$ cat config.mk
export PLATFORM = sky130hd
export DESIGN_NAME = ext_bus_ready_waitstate_ctrl
export DESIGN_NICKNAME = d
export VERILOG_FILES = /design/src/rtl/ebc_ready_pkg.sv /design/src/rtl/ext_bus_ready_waitstate_ctrl.sv /design/src/rtl/ready_sync.sv
export SDC_FILE = /design/constraint.sdc
export NUM_CORES = 1
export LEC_CHECK = 0
export BUFFER_PORTS_ARGS = -buffer_cell sky130_fd_sc_hd__buf_4
export CAP_MARGIN = 20
export CELL_PAD_IN_SITES_DETAIL_PLACEMENT = 0
export CELL_PAD_IN_SITES_GLOBAL_PLACEMENT = 1
export CORE_MARGIN = 4
export CORE_UTILIZATION = 35
export CTS_BUF_LIST = sky130_fd_sc_hd__clkbuf_8
export DETAILED_ROUTE_END_ITERATION = 10
export PLACE_DENSITY = 0.72
export SYNTH_ARGS = -nofsm -noshare
export SYNTH_HDL_FRONTEND = slang
export SYNTH_SLANG_ARGS = --single-unit
$ cat constraint.sdc
create_clock -name pclk -period 2.68 [get_ports pclk]
set_input_delay 0.134 -clock pclk [delete_from_list [all_inputs] [get_ports pclk]]
set_output_delay 0.134 -clock pclk [all_outputs]
set_load 0.05 [all_outputs]
$ cat src/rtl/ebc_ready_pkg.sv
package ebc_ready_pkg;

   // ----------------------------------------
   // register map (byte addresses)
   // ----------------------------------------
   localparam logic [7:0] cfg_offset = 8'h00;
   localparam logic [7:0] cmd_offset = 8'h04;
   localparam logic [7:0] addr_offset = 8'h08;
   localparam logic [7:0] wdata_offset = 8'h0c;
   localparam logic [7:0] rdata_offset = 8'h10;
   localparam logic [7:0] status_offset = 8'h14;

   // ----------------------------------------
   // cfg field positions
   // ----------------------------------------
   localparam int setup_pos = 0;
   localparam int cmd_pos = 2;
   localparam int wsetup_pos = 4;
   localparam int access_pos = 5;
   localparam int hold_pos = 10;
   localparam int rdy_en_pos = 12;
   localparam int rdy_pol_pos = 13;
   localparam int rdy_async_pos = 14;
   localparam int mux_pos = 15;
   localparam logic [31:0] cfg_reset = 32'h0000_0000;

   // ----------------------------------------
   // timing: one phase time unit is one system clock
   // ----------------------------------------
   localparam int pclk_period_ns = 10;
   localparam int phase_unit_ns = 10;
   localparam logic [5:0] phase_unit_cycles = 6'((phase_unit_ns + pclk_period_ns - 1)
                                                 / pclk_period_ns);

   typedef enum logic [2:0] {
      st_idle,
      st_setup,
      st_cmd,
      st_wsetup,
      st_access,
      st_hold
   } phase_type;

   typedef struct packed {
      logic [1:0] setup;
      logic [1:0] cmd;
      logic wsetup;
      logic [4:0] access;
      logic [1:0] hold;
      logic rdy_en;
      logic rdy_pol;
      logic rdy_async;
      logic mux;
   } cycle_cfg_type;

   typedef struct packed {
      logic [23:0] addr;
      logic [15:0] data;
      logic data_oe;
      logic rd_n;
      logic wr_n;
      logic cs_n;
      logic ale;
   } bus_pins_type;

endpackage

$ cat src/rtl/ext_bus_ready_waitstate_ctrl.sv
// Overview of operation
// - external ready sets cycle length
// - ready polarity is configurable
// - asynchronous ready gets extra sync stage
// - first sample point follows programmed phases
// - inactive sample adds one wait state
// - active sample ends the cycle
// - sample points differ sync versus async
// - ready ignored during mandatory wait states
// - read data captured at strobe rise edge
// - address change cannot corrupt read data
// - five phases, each programmable length
// - access phase 1 to 32 units
// - write setup phase 0 or 1 unit (here always one cycle, whatever the field holds)
// - hold phase 0 to 3 units (here 1 to 3 cycles; field 0 also gives one cycle)
//
// The implementer's own choices: the APB interface to the registers and the register addresses.
module ext_bus_ready_waitstate_ctrl (
   input wire logic pclk,
   input wire logic presetn,
   input wire logic psel,
   input wire logic penable,
   input wire logic pwrite,
   input wire logic [7:0] paddr,
   input wire logic [31:0] pwdata,
   output logic [31:0] prdata,
   output logic pready,
   output logic pslverr,
   input wire logic ready_pin,
   input wire logic [15:0] data_in,
   output logic reference_clock_output,
   output ebc_ready_pkg::bus_pins_type bus_ff
);
   logic [31:0] cfg_ff;
   logic [23:0] addr_ff;
   logic [15:0] wdata_ff;
   logic [15:0] rdata_ff;
   logic is_write_ff;
   logic done_ff;
   logic start;
   logic [5:0] cnt_ff;
   logic [5:0] mand_ff;
   logic [15:0] din_meta_ff;
   logic [15:0] din_ff;
   logic rdy_sync;
   logic rdy_async;
   logic rdy_now;
   logic rdy_sample_ok;
   logic phase_end;
   logic wr_en;
   logic rd_en;
   logic [31:0] nxt_prdata;
   logic refclk_ff;
   ebc_ready_pkg::cycle_cfg_type cc;
   ebc_ready_pkg::phase_type state_ff;
   ebc_ready_pkg::phase_type nxt_state;

   // ----------------------------------------
   // apb slave
   // ----------------------------------------
   assign wr_en = psel && penable && pwrite;
   assign rd_en = psel && !penable && !pwrite;
   assign start = wr_en && paddr == ebc_ready_pkg::cmd_offset && state_ff == ebc_ready_pkg::st_idle;

   assign cc.setup = cfg_ff[ebc_ready_pkg::setup_pos +: 2];
   assign cc.cmd = cfg_ff[ebc_ready_pkg::cmd_pos +: 2];
   assign cc.wsetup = cfg_ff[ebc_ready_pkg::wsetup_pos];
   assign cc.access = cfg_ff[ebc_ready_pkg::access_pos +: 5];
   assign cc.hold = cfg_ff[ebc_ready_pkg::hold_pos +: 2];
   assign cc.rdy_en = cfg_ff[ebc_ready_pkg::rdy_en_pos];
   assign cc.rdy_pol = cfg_ff[ebc_ready_pkg::rdy_pol_pos];
   assign cc.rdy_async = cfg_ff[ebc_ready_pkg::rdy_async_pos];
   assign cc.mux = cfg_ff[ebc_ready_pkg::mux_pos];

   always_ff @(posedge pclk or negedge presetn) begin
      if (!presetn) begin
         cfg_ff <= ebc_ready_pkg::cfg_reset;
         addr_ff <= 24'h00_0000;
         wdata_ff <= 16'h0000;
         is_write_ff <= 1'b0;
      end else if (wr_en) begin
         unique case (paddr)
            ebc_ready_pkg::cfg_offset: cfg_ff <= {16'h0000, pwdata[15:0]};
            ebc_ready_pkg::addr_offset: addr_ff <= pwdata[23:0];
            ebc_ready_pkg::wdata_offset: wdata_ff <= pwdata[15:0];
            ebc_ready_pkg::cmd_offset: begin
               if (start) begin
                  is_write_ff <= pwdata[0];
               end
            end
            default: begin
            end
         endcase
      end
   end

   always_comb begin
      nxt_prdata = 32'h0000_0000;
      unique case (paddr)
         ebc_ready_pkg::cfg_offset: nxt_prdata = cfg_ff;
         ebc_ready_pkg::addr_offset: nxt_prdata = {8'h00, addr_ff};
         ebc_ready_pkg::wdata_offset: nxt_prdata = {16'h0000, wdata_ff};
         ebc_ready_pkg::rdata_offset: nxt_prdata = {16'h0000, rdata_ff};
         ebc_ready_pkg::status_offset: begin
            nxt_prdata = {29'h0000_0000, done_ff, rdy_now,
                          state_ff != ebc_ready_pkg::st_idle};
         end
         default: nxt_prdata = 32'h0000_0000;
      endcase
   end

   // no wait cycle on any access: setup, then answer in the first access cycle
   always_ff @(posedge pclk or negedge presetn) begin
      if (!presetn) begin
         prdata <= 32'h0000_0000;
         pready <= 1'b0;
         pslverr <= 1'b0;
      end else begin
         pready <= psel && !penable;
         pslverr <= 1'b0;
         if (rd_en) begin
            prdata <= nxt_prdata;
         end
      end
   end

   // ----------------------------------------
   // reference clock and pin capture
   // ----------------------------------------
   // half-clock-rate reference; toggles so it comes straight from a flop
   always_ff @(posedge pclk or negedge presetn) begin
      if (!presetn) begin
         refclk_ff <= 1'b0;
      end else begin
         refclk_ff <= ~refclk_ff;
      end
   end
   assign reference_clock_output = refclk_ff;

   always_ff @(posedge pclk or negedge presetn) begin
      if (!presetn) begin
         din_meta_ff <= 16'h0000;
         din_ff <= 16'h0000;
      end else begin
         din_meta_ff <= data_in;
         din_ff <= din_meta_ff;
      end
   end

   ready_sync u_ready_sync (
      .pclk(pclk),
      .presetn(presetn),
      .ready_pin(ready_pin),
      .active_high(cc.rdy_pol),
      .sync_ready(rdy_sync),
      .async_ready(rdy_async)
   );

   assign rdy_now = cc.rdy_async ? rdy_async : rdy_sync;

   // ----------------------------------------
   // cycle phase sequencer
   // ----------------------------------------
   // ready ignored until mandatory states done
   assign rdy_sample_ok = (mand_ff == 6'h00);
   assign phase_end = (cnt_ff <= 6'h01);

   always_comb begin
      nxt_state = state_ff;
      unique case (state_ff)
         ebc_ready_pkg::st_idle: begin
            if (start) begin
               nxt_state = ebc_ready_pkg::st_setup;
            end
         end
         ebc_ready_pkg::st_setup: begin
            if (phase_end) begin
               nxt_state = ebc_ready_pkg::st_cmd;
            end
         end
         ebc_ready_pkg::st_cmd: begin
            if (phase_end) begin
               nxt_state = ebc_ready_pkg::st_wsetup;
            end
         end
         ebc_ready_pkg::st_wsetup: begin
            if (phase_end) begin
               nxt_state = ebc_ready_pkg::st_access;
            end
         end
         ebc_ready_pkg::st_access: begin
            // inactive ready adds a wait state
            if (rdy_sample_ok && (!cc.rdy_en || rdy_now)) begin
               nxt_state = ebc_ready_pkg::st_hold;
            end
         end
         ebc_ready_pkg::st_hold: begin
            if (phase_end) begin
               nxt_state = ebc_ready_pkg::st_idle;
            end
         end
      endcase
   end

   // reset clears counters, no cycle running
   always_ff @(posedge pclk or negedge presetn) begin
      if (!presetn) begin
         state_ff <= ebc_ready_pkg::st_idle;
         cnt_ff <= 6'h00;
         mand_ff <= 6'h00;
      end else begin
         state_ff <= nxt_state;
         if (cnt_ff != 6'h00) begin
            cnt_ff <= cnt_ff - 6'h01;
         end
         if (mand_ff != 6'h00) begin
            mand_ff <= mand_ff - 6'h01;
         end
         if (nxt_state != state_ff) begin
            unique case (nxt_state)
               // setup phase is one unit plus the programmed extension
               ebc_ready_pkg::st_setup: cnt_ff <= {4'h0, cc.setup} + ebc_ready_pkg::phase_unit_cycles;
               ebc_ready_pkg::st_cmd: cnt_ff <= {4'h0, cc.cmd};
               ebc_ready_pkg::st_wsetup: cnt_ff <= {5'h00, cc.wsetup};
               ebc_ready_pkg::st_access: begin
                  // 1 to 32 units, field holds length minus one
                  // sample point from programmed access length
                  mand_ff <= {1'b0, cc.access};
               end
               ebc_ready_pkg::st_hold: cnt_ff <= {4'h0, cc.hold};
               default: cnt_ff <= 6'h00;
            endcase
         end
      end
   end

   // ----------------------------------------
   // pins and read capture
   // ----------------------------------------
   always_ff @(posedge pclk or negedge presetn) begin
      if (!presetn) begin
         bus_ff <= '{addr: 24'h00_0000, data: 16'h0000, data_oe: 1'b0, rd_n: 1'b1,
                     wr_n: 1'b1, cs_n: 1'b1, ale: 1'b0};
      end else begin
         bus_ff.cs_n <= (nxt_state == ebc_ready_pkg::st_idle);
         bus_ff.ale <= cc.mux && (nxt_state == ebc_ready_pkg::st_setup);
         bus_ff.rd_n <= !(!is_write_ff && nxt_state == ebc_ready_pkg::st_access);
         bus_ff.wr_n <= !(is_write_ff && nxt_state == ebc_ready_pkg::st_access);
         bus_ff.addr <= (nxt_state == ebc_ready_pkg::st_idle) ? 24'h00_0000 : addr_ff;
         bus_ff.data_oe <= is_write_ff && nxt_state != ebc_ready_pkg::st_idle &&
                           nxt_state != ebc_ready_pkg::st_setup;
         bus_ff.data <= cc.mux && nxt_state == ebc_ready_pkg::st_setup ? addr_ff[15:0] : wdata_ff;
      end
   end

   // latch on the edge that raises the strobe
   // data taken from data pins only, never tied to address
   always_ff @(posedge pclk or negedge presetn) begin
      if (!presetn) begin
         rdata_ff <= 16'h0000;
         done_ff <= 1'b0;
      end else begin
         if (state_ff == ebc_ready_pkg::st_access && nxt_state == ebc_ready_pkg::st_hold) begin
            if (!is_write_ff) begin
               rdata_ff <= din_ff;
            end
            done_ff <= 1'b1;
         end else if (start) begin
            done_ff <= 1'b0;
         end
      end
   end

   // ----------------------------------------
   // assertions
   // ----------------------------------------
   a_mand_ignore: assert property (@(posedge pclk) disable iff (!presetn)
      (state_ff == ebc_ready_pkg::st_access && mand_ff != 6'h00)
      |=> state_ff == ebc_ready_pkg::st_access)
      else $error("access left during mandatory wait");
   a_wait_inactive: assert property (@(posedge pclk) disable iff (!presetn)
      (state_ff == ebc_ready_pkg::st_access && rdy_sample_ok && cc.rdy_en && !rdy_now)
      |=> state_ff == ebc_ready_pkg::st_access)
      else $error("no wait state on inactive ready");
   a_end_active: assert property (@(posedge pclk) disable iff (!presetn)
      (state_ff == ebc_ready_pkg::st_access && rdy_sample_ok && rdy_now)
      |=> state_ff == ebc_ready_pkg::st_hold)
      else $error("cycle not ended on ready");
   a_strobe_rise: assert property (@(posedge pclk) disable iff (!presetn)
      ($rose(bus_ff.rd_n) && !is_write_ff) |-> rdata_ff == $past(din_ff))
      else $error("read data not taken at strobe rise");
   a_async_later: assert property (@(posedge pclk) disable iff (!presetn)
      (cc.rdy_pol && $stable(cc.rdy_pol)) |-> rdy_async == $past(rdy_sync))
      else $error("async path lacks extra stage");
   a_hold_len: assert property (@(posedge pclk) disable iff (!presetn)
      ($rose(state_ff == ebc_ready_pkg::st_hold) && cc.hold == 2'h3)
      |-> state_ff == ebc_ready_pkg::st_hold [*3] ##1 state_ff == ebc_ready_pkg::st_idle)
      else $error("hold phase length wrong");
   a_strobe_phase: assert property (@(posedge pclk) disable iff (!presetn)
      !bus_ff.rd_n |-> state_ff == ebc_ready_pkg::st_access)
      else $error("read strobe outside access");
   a_start_setup: assert property (@(posedge pclk) disable iff (!presetn)
      start |=> state_ff == ebc_ready_pkg::st_setup ##1 !bus_ff.cs_n)
      else $error("cycle did not start");
endmodule

$ cat src/rtl/ready_sync.sv
module ready_sync (
   input wire logic pclk,
   input wire logic presetn,
   input wire logic ready_pin,
   input wire logic active_high,
   output logic sync_ready,
   output logic async_ready
);
   logic meta_ff;
   logic sync_ff;
   logic extra_ff;

   // ----------------------------------------
   // two-flop capture plus the extra stage
   // ----------------------------------------
   // clear synchronizer on reset
   always_ff @(posedge pclk or negedge presetn) begin
      if (!presetn) begin
         meta_ff <= 1'b0;
         sync_ff <= 1'b0;
         extra_ff <= 1'b0;
      end else begin
         meta_ff <= ready_pin;
         sync_ff <= meta_ff;
         extra_ff <= sync_ff;
      end
   end

   assign sync_ready = active_high ? sync_ff : ~sync_ff;
   assign async_ready = active_high ? extra_ff : ~extra_ff;
endmodule

# Yosys cells after proc, flatten, opt, wreduce, memory -nomap -nowiden
# Cells that the tools add are included.
# W data, S select, Z words.
classes:
  addsub: 3
  multipliers: 0
  n_div: 0
  magnitude_cmp: 1
  n_eq_ne: 17
  shifts: 0
  mux: 21
  n_bitwise: 4
  reduce_logical: 34
ops:
  columns: ["operator", "count"]
  rows:
  - ["$pmux W24 S5", 1]
  - ["$mux W6", 5]
  - ["$pmux W6 S5", 1]
  - ["$mux W24", 1]
  - ["$mux W3", 6]
  - ["$pmux W3 S6", 1]
  - ["$eq A8 B4 Y1 const B", 2]
  - ["$eq A8 B5 Y1 const B", 2]
  - ["$mux W16", 1]
  - ["$logic_and A1 B1 Y1", 13]
  - ["$eq A3 B2 Y1 const B", 4]
  - ["$eq A3 B3 Y1 const B", 4]
  - ["$reduce_bool A6 Y1", 2]
  - ["$sub A6 B1 Y6 const B", 2]
  - ["$eq A8 B3 Y1 const B", 1]
  - ["$logic_not A8 Y1", 1]
  - ["$reduce_and A2 Y1", 4]
  - ["$eq A3 B1 Y1 const B", 2]
  - ["$le A6 B1 Y1 const B", 1]
  - ["$logic_not A1 Y1", 6]
  - ["$logic_not A3 Y1", 2]
  - ["$logic_not A6 Y1", 1]
  - ["$reduce_bool A3 Y1", 2]
  - ["$mux W1", 5]
  - ["7 further kinds", 10]
totals:
  regBits: 203
  latchBits: 0
  ram_bits: 0
  romBits: 0
  input_bits: 62
  out_inout_bits: 80
  word_cells: 104
  n_memories: 0

# Depth between registers and ports, before layout
logic_depth:
  ltp_word: 10
  mapped_depth: 8
  ltp_nobuf: 8

# Modules after synthesis
# From an unflattened synthesis, not the netlist that was laid out.
hier_totals:
  hier_cells: 591
  area_unflattened_um2: 7877.6
modules_own_cells:
  columns: ["module", "instances", "cells_per_inst", "area_per_inst_um2", "seq_area_each_um2"]
  rows:
  - ["ext_bus_ready_waitstate_ctrl", 1, 586, 7785.0, 4808.4]
  - ["ready_sync", 1, 5, 92.6, 75.1]

# Worst setup path before layout
# OpenSTA, ideal clock, no wires.
synth_timing:
  path_kind: "flip-flop to flip-flop"
  start: "reg mand_ff[0]"
  end: "reg rdata_ff[10]"
  setup_ns: 0.125
  arrival_ns: 2.184
  required_ns: 2.555
  slack_ns: 0.371
  path_stages_with_launch: 9
  path_buffers: 1
  synth_period_minus_slack_ns: 2.309
  path_cell_list: "dfrtp_1 > inv_1 > ha_1 > or3b_4 > nor3_4 > nand2_2 > nor3_4 > buf_6 > mux2_2"
synth_between:
  elab_chain_cells: 7
synth_rtl:
  columns: ["element", "line_no", "rtl"]
  rows:
  - ["from (decl)", "ext_bus_ready_waitstate_ctrl.sv:42", "logic [5:0] mand_ff;"]
  - ["from (signal assigned)", "ext_bus_ready_waitstate_ctrl.sv:217", "mand_ff <= mand_ff - 6'h01;"]
  - ["from (signal assigned)", "ext_bus_ready_waitstate_ctrl.sv:228", "mand_ff <= {1'b0, cc.access};"]
  - ["$logic_not A6 Y1", "ext_bus_ready_waitstate_ctrl.sv:165", "assign rdy_sample_ok = (mand_ff == 6'h00);"]
  - ["$logic_and A1 B1 Y1", "ext_bus_ready_waitstate_ctrl.sv:193", "if (rdy_sample_ok && (!cc.rdy_en || rdy_now)) begin"]
  - ["$mux W3", "ext_bus_ready_waitstate_ctrl.sv:193", null]
  - ["$pmux W3 S6", "ext_bus_ready_waitstate_ctrl.sv:170", "unique case (state_ff)"]
  - ["$eq A3 B3 Y1", "ext_bus_ready_waitstate_ctrl.sv:263", "if (state_ff == ebc_ready_pkg::st_access && nxt_state == ebc_ready_pkg::st_hold) begin"]
  - ["$logic_and A1 B1 Y1", "ext_bus_ready_waitstate_ctrl.sv:263", null]
  - ["$reduce_and A2 Y1 (no line)", null, null]
  - ["to (signal assigned)", "ext_bus_ready_waitstate_ctrl.sv:265", "rdata_ff <= din_ff;"]
  - ["to (decl)", "ext_bus_ready_waitstate_ctrl.sv:37", "logic [15:0] rdata_ff;"]
# No other way between the ends.
# A chain may end at the register's enable or synchronous reset.

# Worst setup path in the final report
layout_timing:
  start: "reg mand_ff[0]"
  end: "reg rdata_ff[6]"
# The elaborated chain is that of the path after synthesis.

==> impl_results.md <==
- Status: completed
- Die Span Y: between 150 and 200 µm
- Final nets: 816
- Power Dens Cells: 683.8 nW/µm²
- Post-Synthesis Cell Area: 7775 µm²
- Die footprint: between 20000 and 25000 µm²
- Worst Max-Slew Pin Slew: 0.6582 ns
- Crit path largest cell delay: roughly 0.43 ns
- EDFF count, synth: 0
- GP Congestion: 0.8625
- TritonCTS buffer count: 17
- IO Count: about 140
- Critical Path RT: 3.02 ns
- Via density: 4.999
- Total wire length: around 19 mm
- Residual DRC: 0
- Critical path fanouts, max: 16
- Synth-to-Final Area Change: 27.74%
- Max cap viols: 0
- Reg2reg path depth: 8
- Slowest CP cell: or3b_4
- CP Buf/Inv Count: 2
- Rows: 54
- CTS tree: done
- Most frequent CP cell: nor3_4
- H-Tree Depth: 4
- Worst-path cell chain: inv_1, ha_1, or3b_4, nor3_4, nand2_2, nor3_4, buf_12, mux2_2
- Core area: ~22000 µm²
- Synthesized area per cell: 13.64 µm²
- Number of global-route vias before repair: 5367
- Setup_tns: 0 ns
- Root buf cell: clkbuf_8
- Clock skew: 0.01029 ns
- Fin crit period: 2.425 ns
- Clk_lat worst skew: approximately 0.46 ns
- Maximum resistive drop on vdd: 0.0003759 V
- Synth unique cells: 56
- Critical path depth: 8
- Crit share post-route: 0.9049
- Initial antenna violation count: 0
- First-pass GRT wire length: 29.99 mm
- Hold-fix buffers at CTS: 44
- Clock tree buffer depth: 2
- All-layer global routing usage: 0.1582
- Synthesized flop and latch total: roughly 200
- Post-CTS Setup Repair Bufs: 0
- CP Class: register to register
- Starting Density: 0.3563
- Worst Setup End Kind: register
- Post-DRT Antenna Nets: 0
- Finished Core Util: 0.4551
- Unrepaired setup endpoints after global routing: false
- Post-DP HPWL: 12.97 mm
- Worst-path clk slew: 0.10 ns
- Register area share after synthesis: 0.6281
- YS warnings: 0
- Arrival @ worst endpoint: between 2 and 3 ns
- Most common cell after layout, fill and taps aside: dfrtp_1
- Delay-heaviest family, CP: simple AND/OR/NAND/NOR gates
- PortBufs: 124
- Drt pass-1 iters: 5
- Largest net degree at the start of global routing: 81
- DRT iter0 DRCs: about 330
- Post-synth ARST share: 1.000
- Final hold vios: 0
- Leak: 0.004934 µW
- Max-slew violation count: 0
- Nature of the critical path startpoint: register
- R2R Path Start: mand_ff[0]
- WHS Path Cells: 5
- Crit path launch: mand_ff[0]
- DR vias: roughly 5200
- Share of post-route cells with drive strength above 1: 0.3714
- Fmax: 412.4 MHz
- Worst rel slew slack: 0.5612
- Most frequent cells in the layout: 192 x dfrtp_1, 137 x buf_4, 82 x mux2_2
- WL per Instance: 18.33 µm
- Worst Hold Launch: paddr[6]
- Setup-failing EPs final: 0
- Total gr overflow: 0
- N_diodes: 0
- # clock sinks: ~200
- # resized after CTS: 0
- Hold Path Class: input pin to register
- Cells after Synth: 570
- Die W: 157.0 µm
- Main flop type after synthesis: dfrtp_1
## layer usage
layer | vias up | track usage | part of all wire
met5 | - | 0 | 0
met3 | 23 | 0.03547 | 0.060
li1 | 2373 | - | -
met2 | 142 | 0.2576 | 0.48
met1 | 2671 | 0.2150 | 0.44
met4 | 0 | 0.04383 | 0.018
## tightest hold or removal path: stages
cell and delay [ns]:
buf_4 0.11, nor4_4 0.05, nand3_2 0.07, o21ai_0 0.08
nand2_1 0.06
## flip-flops by register name, indices dropped and copies added, names as in the netlist
| name | count |
|---|---|
| bus_ff | 45 |
| addr_ff | 24 |
| prdata | 24 |
| cfg_ff | 16 |
| din_ff | 16 |
| din_meta_ff | 16 |
| rdata_ff | 16 |
| wdata_ff | 16 |
| cnt_ff | 6 |
| mand_ff | 6 |
| state_ff | 3 |
| done_ff | 1 |
| is_write_ff | 1 |
| pready | 1 |
| reference_clock_output | 1 |
| u_ready_sync.extra_ff | 1 |
| u_ready_sync.meta_ff | 1 |
| u_ready_sync.sync_ff | 1 |
## worst paths after layout
kind / end / slack (ns)
hold / removal: done_ff / 0.07
setup / recovery: rdata_ff[6] / 0.25
hold reg to reg: din_ff[1] / 0.36
min in group asynchronous: bus_ff[10] / 0.26
setup reg to reg: rdata_ff[6] / 0.25
max in group asynchronous: bus_ff[1] / 1.64
## cell families after synthesis
kind of cell | synth area share
other | 0.0004823
DFF | 0.6281
xor gates and xnor gates | 0.01239
buffers and inverters | 0.02816
adders and majority gates | 0.008046
AOI/OAI and AO/OA | 0.08191
muxes | 0.1400
and+or+nand+nor | 0.1009
## synthesized netlist by cell type (all sizes together), types with 4 or more instances
| library cell | count | share of area |
|---|---|---|
| a21oi | 13 | 0.0084 |
| a222oi | 13 | 0.017 |
| a22o | 21 | 0.024 |
| and2 | 4 | 0.0035 |
| buf | 21 | 0.019 |
| clkbuf | 12 | 0.0058 |
| dfrtp | 192 | 0.62 |
| ha | 5 | 0.0080 |
| inv | 8 | 0.0039 |
| mux2 | 91 | 0.14 |
| nand2 | 55 | 0.028 |
| nand2b | 4 | 0.0032 |
| nand3 | 4 | 0.0032 |
| nor2 | 21 | 0.011 |
| nor2b | 28 | 0.023 |
| nor3 | 9 | 0.0087 |
| nor4 | 5 | 0.0098 |
| o21ai | 16 | 0.010 |
| xnor2 | 7 | 0.0079 |
| xor2 | 4 | 0.0045 |
## metrics by stage
stage | area [µm²] | std cells | total power [µW] | worst slack (ns) | hold slack (ns)
floorplan | 7805 | 578 | 4346 | 0.3708 | -0.1616
global placement | 9071 | 966 | 4805 | 0.3118 | 0.2176
detailed placement | 9071 | 966 | 4835 | 0.2545 | 0.2130
CTS | 9932 | 1042 | 6875 | 0.2378 | 0.03998
global route | 9932 | 1042 | 7166 | 0.06976 | 0.09404
finish | 9932 | 1042 | 6792 | 0.2549 | 0.07046
## final cells by class
cell class	count	area (µm²)
sequential	195	4883
inverter	8	30.03
clock inverter	12	145.1
tap	280	350.3
fill	1979	11890
clock buffer	20	275.3
timing repair buffer	185	1543
multi-input combinational	342	2705
## where the power goes
part | leakage [µW] | switching, µW | internal (µW)
Sequential | 0.00259 | 229 | 3170
Combinational | 0.00214 | 814 | 606
Clock | 0.000212 | 1050 | 926
Total | 0.00493 | 2090 | 4700
(Power assumes the default switching activity.)
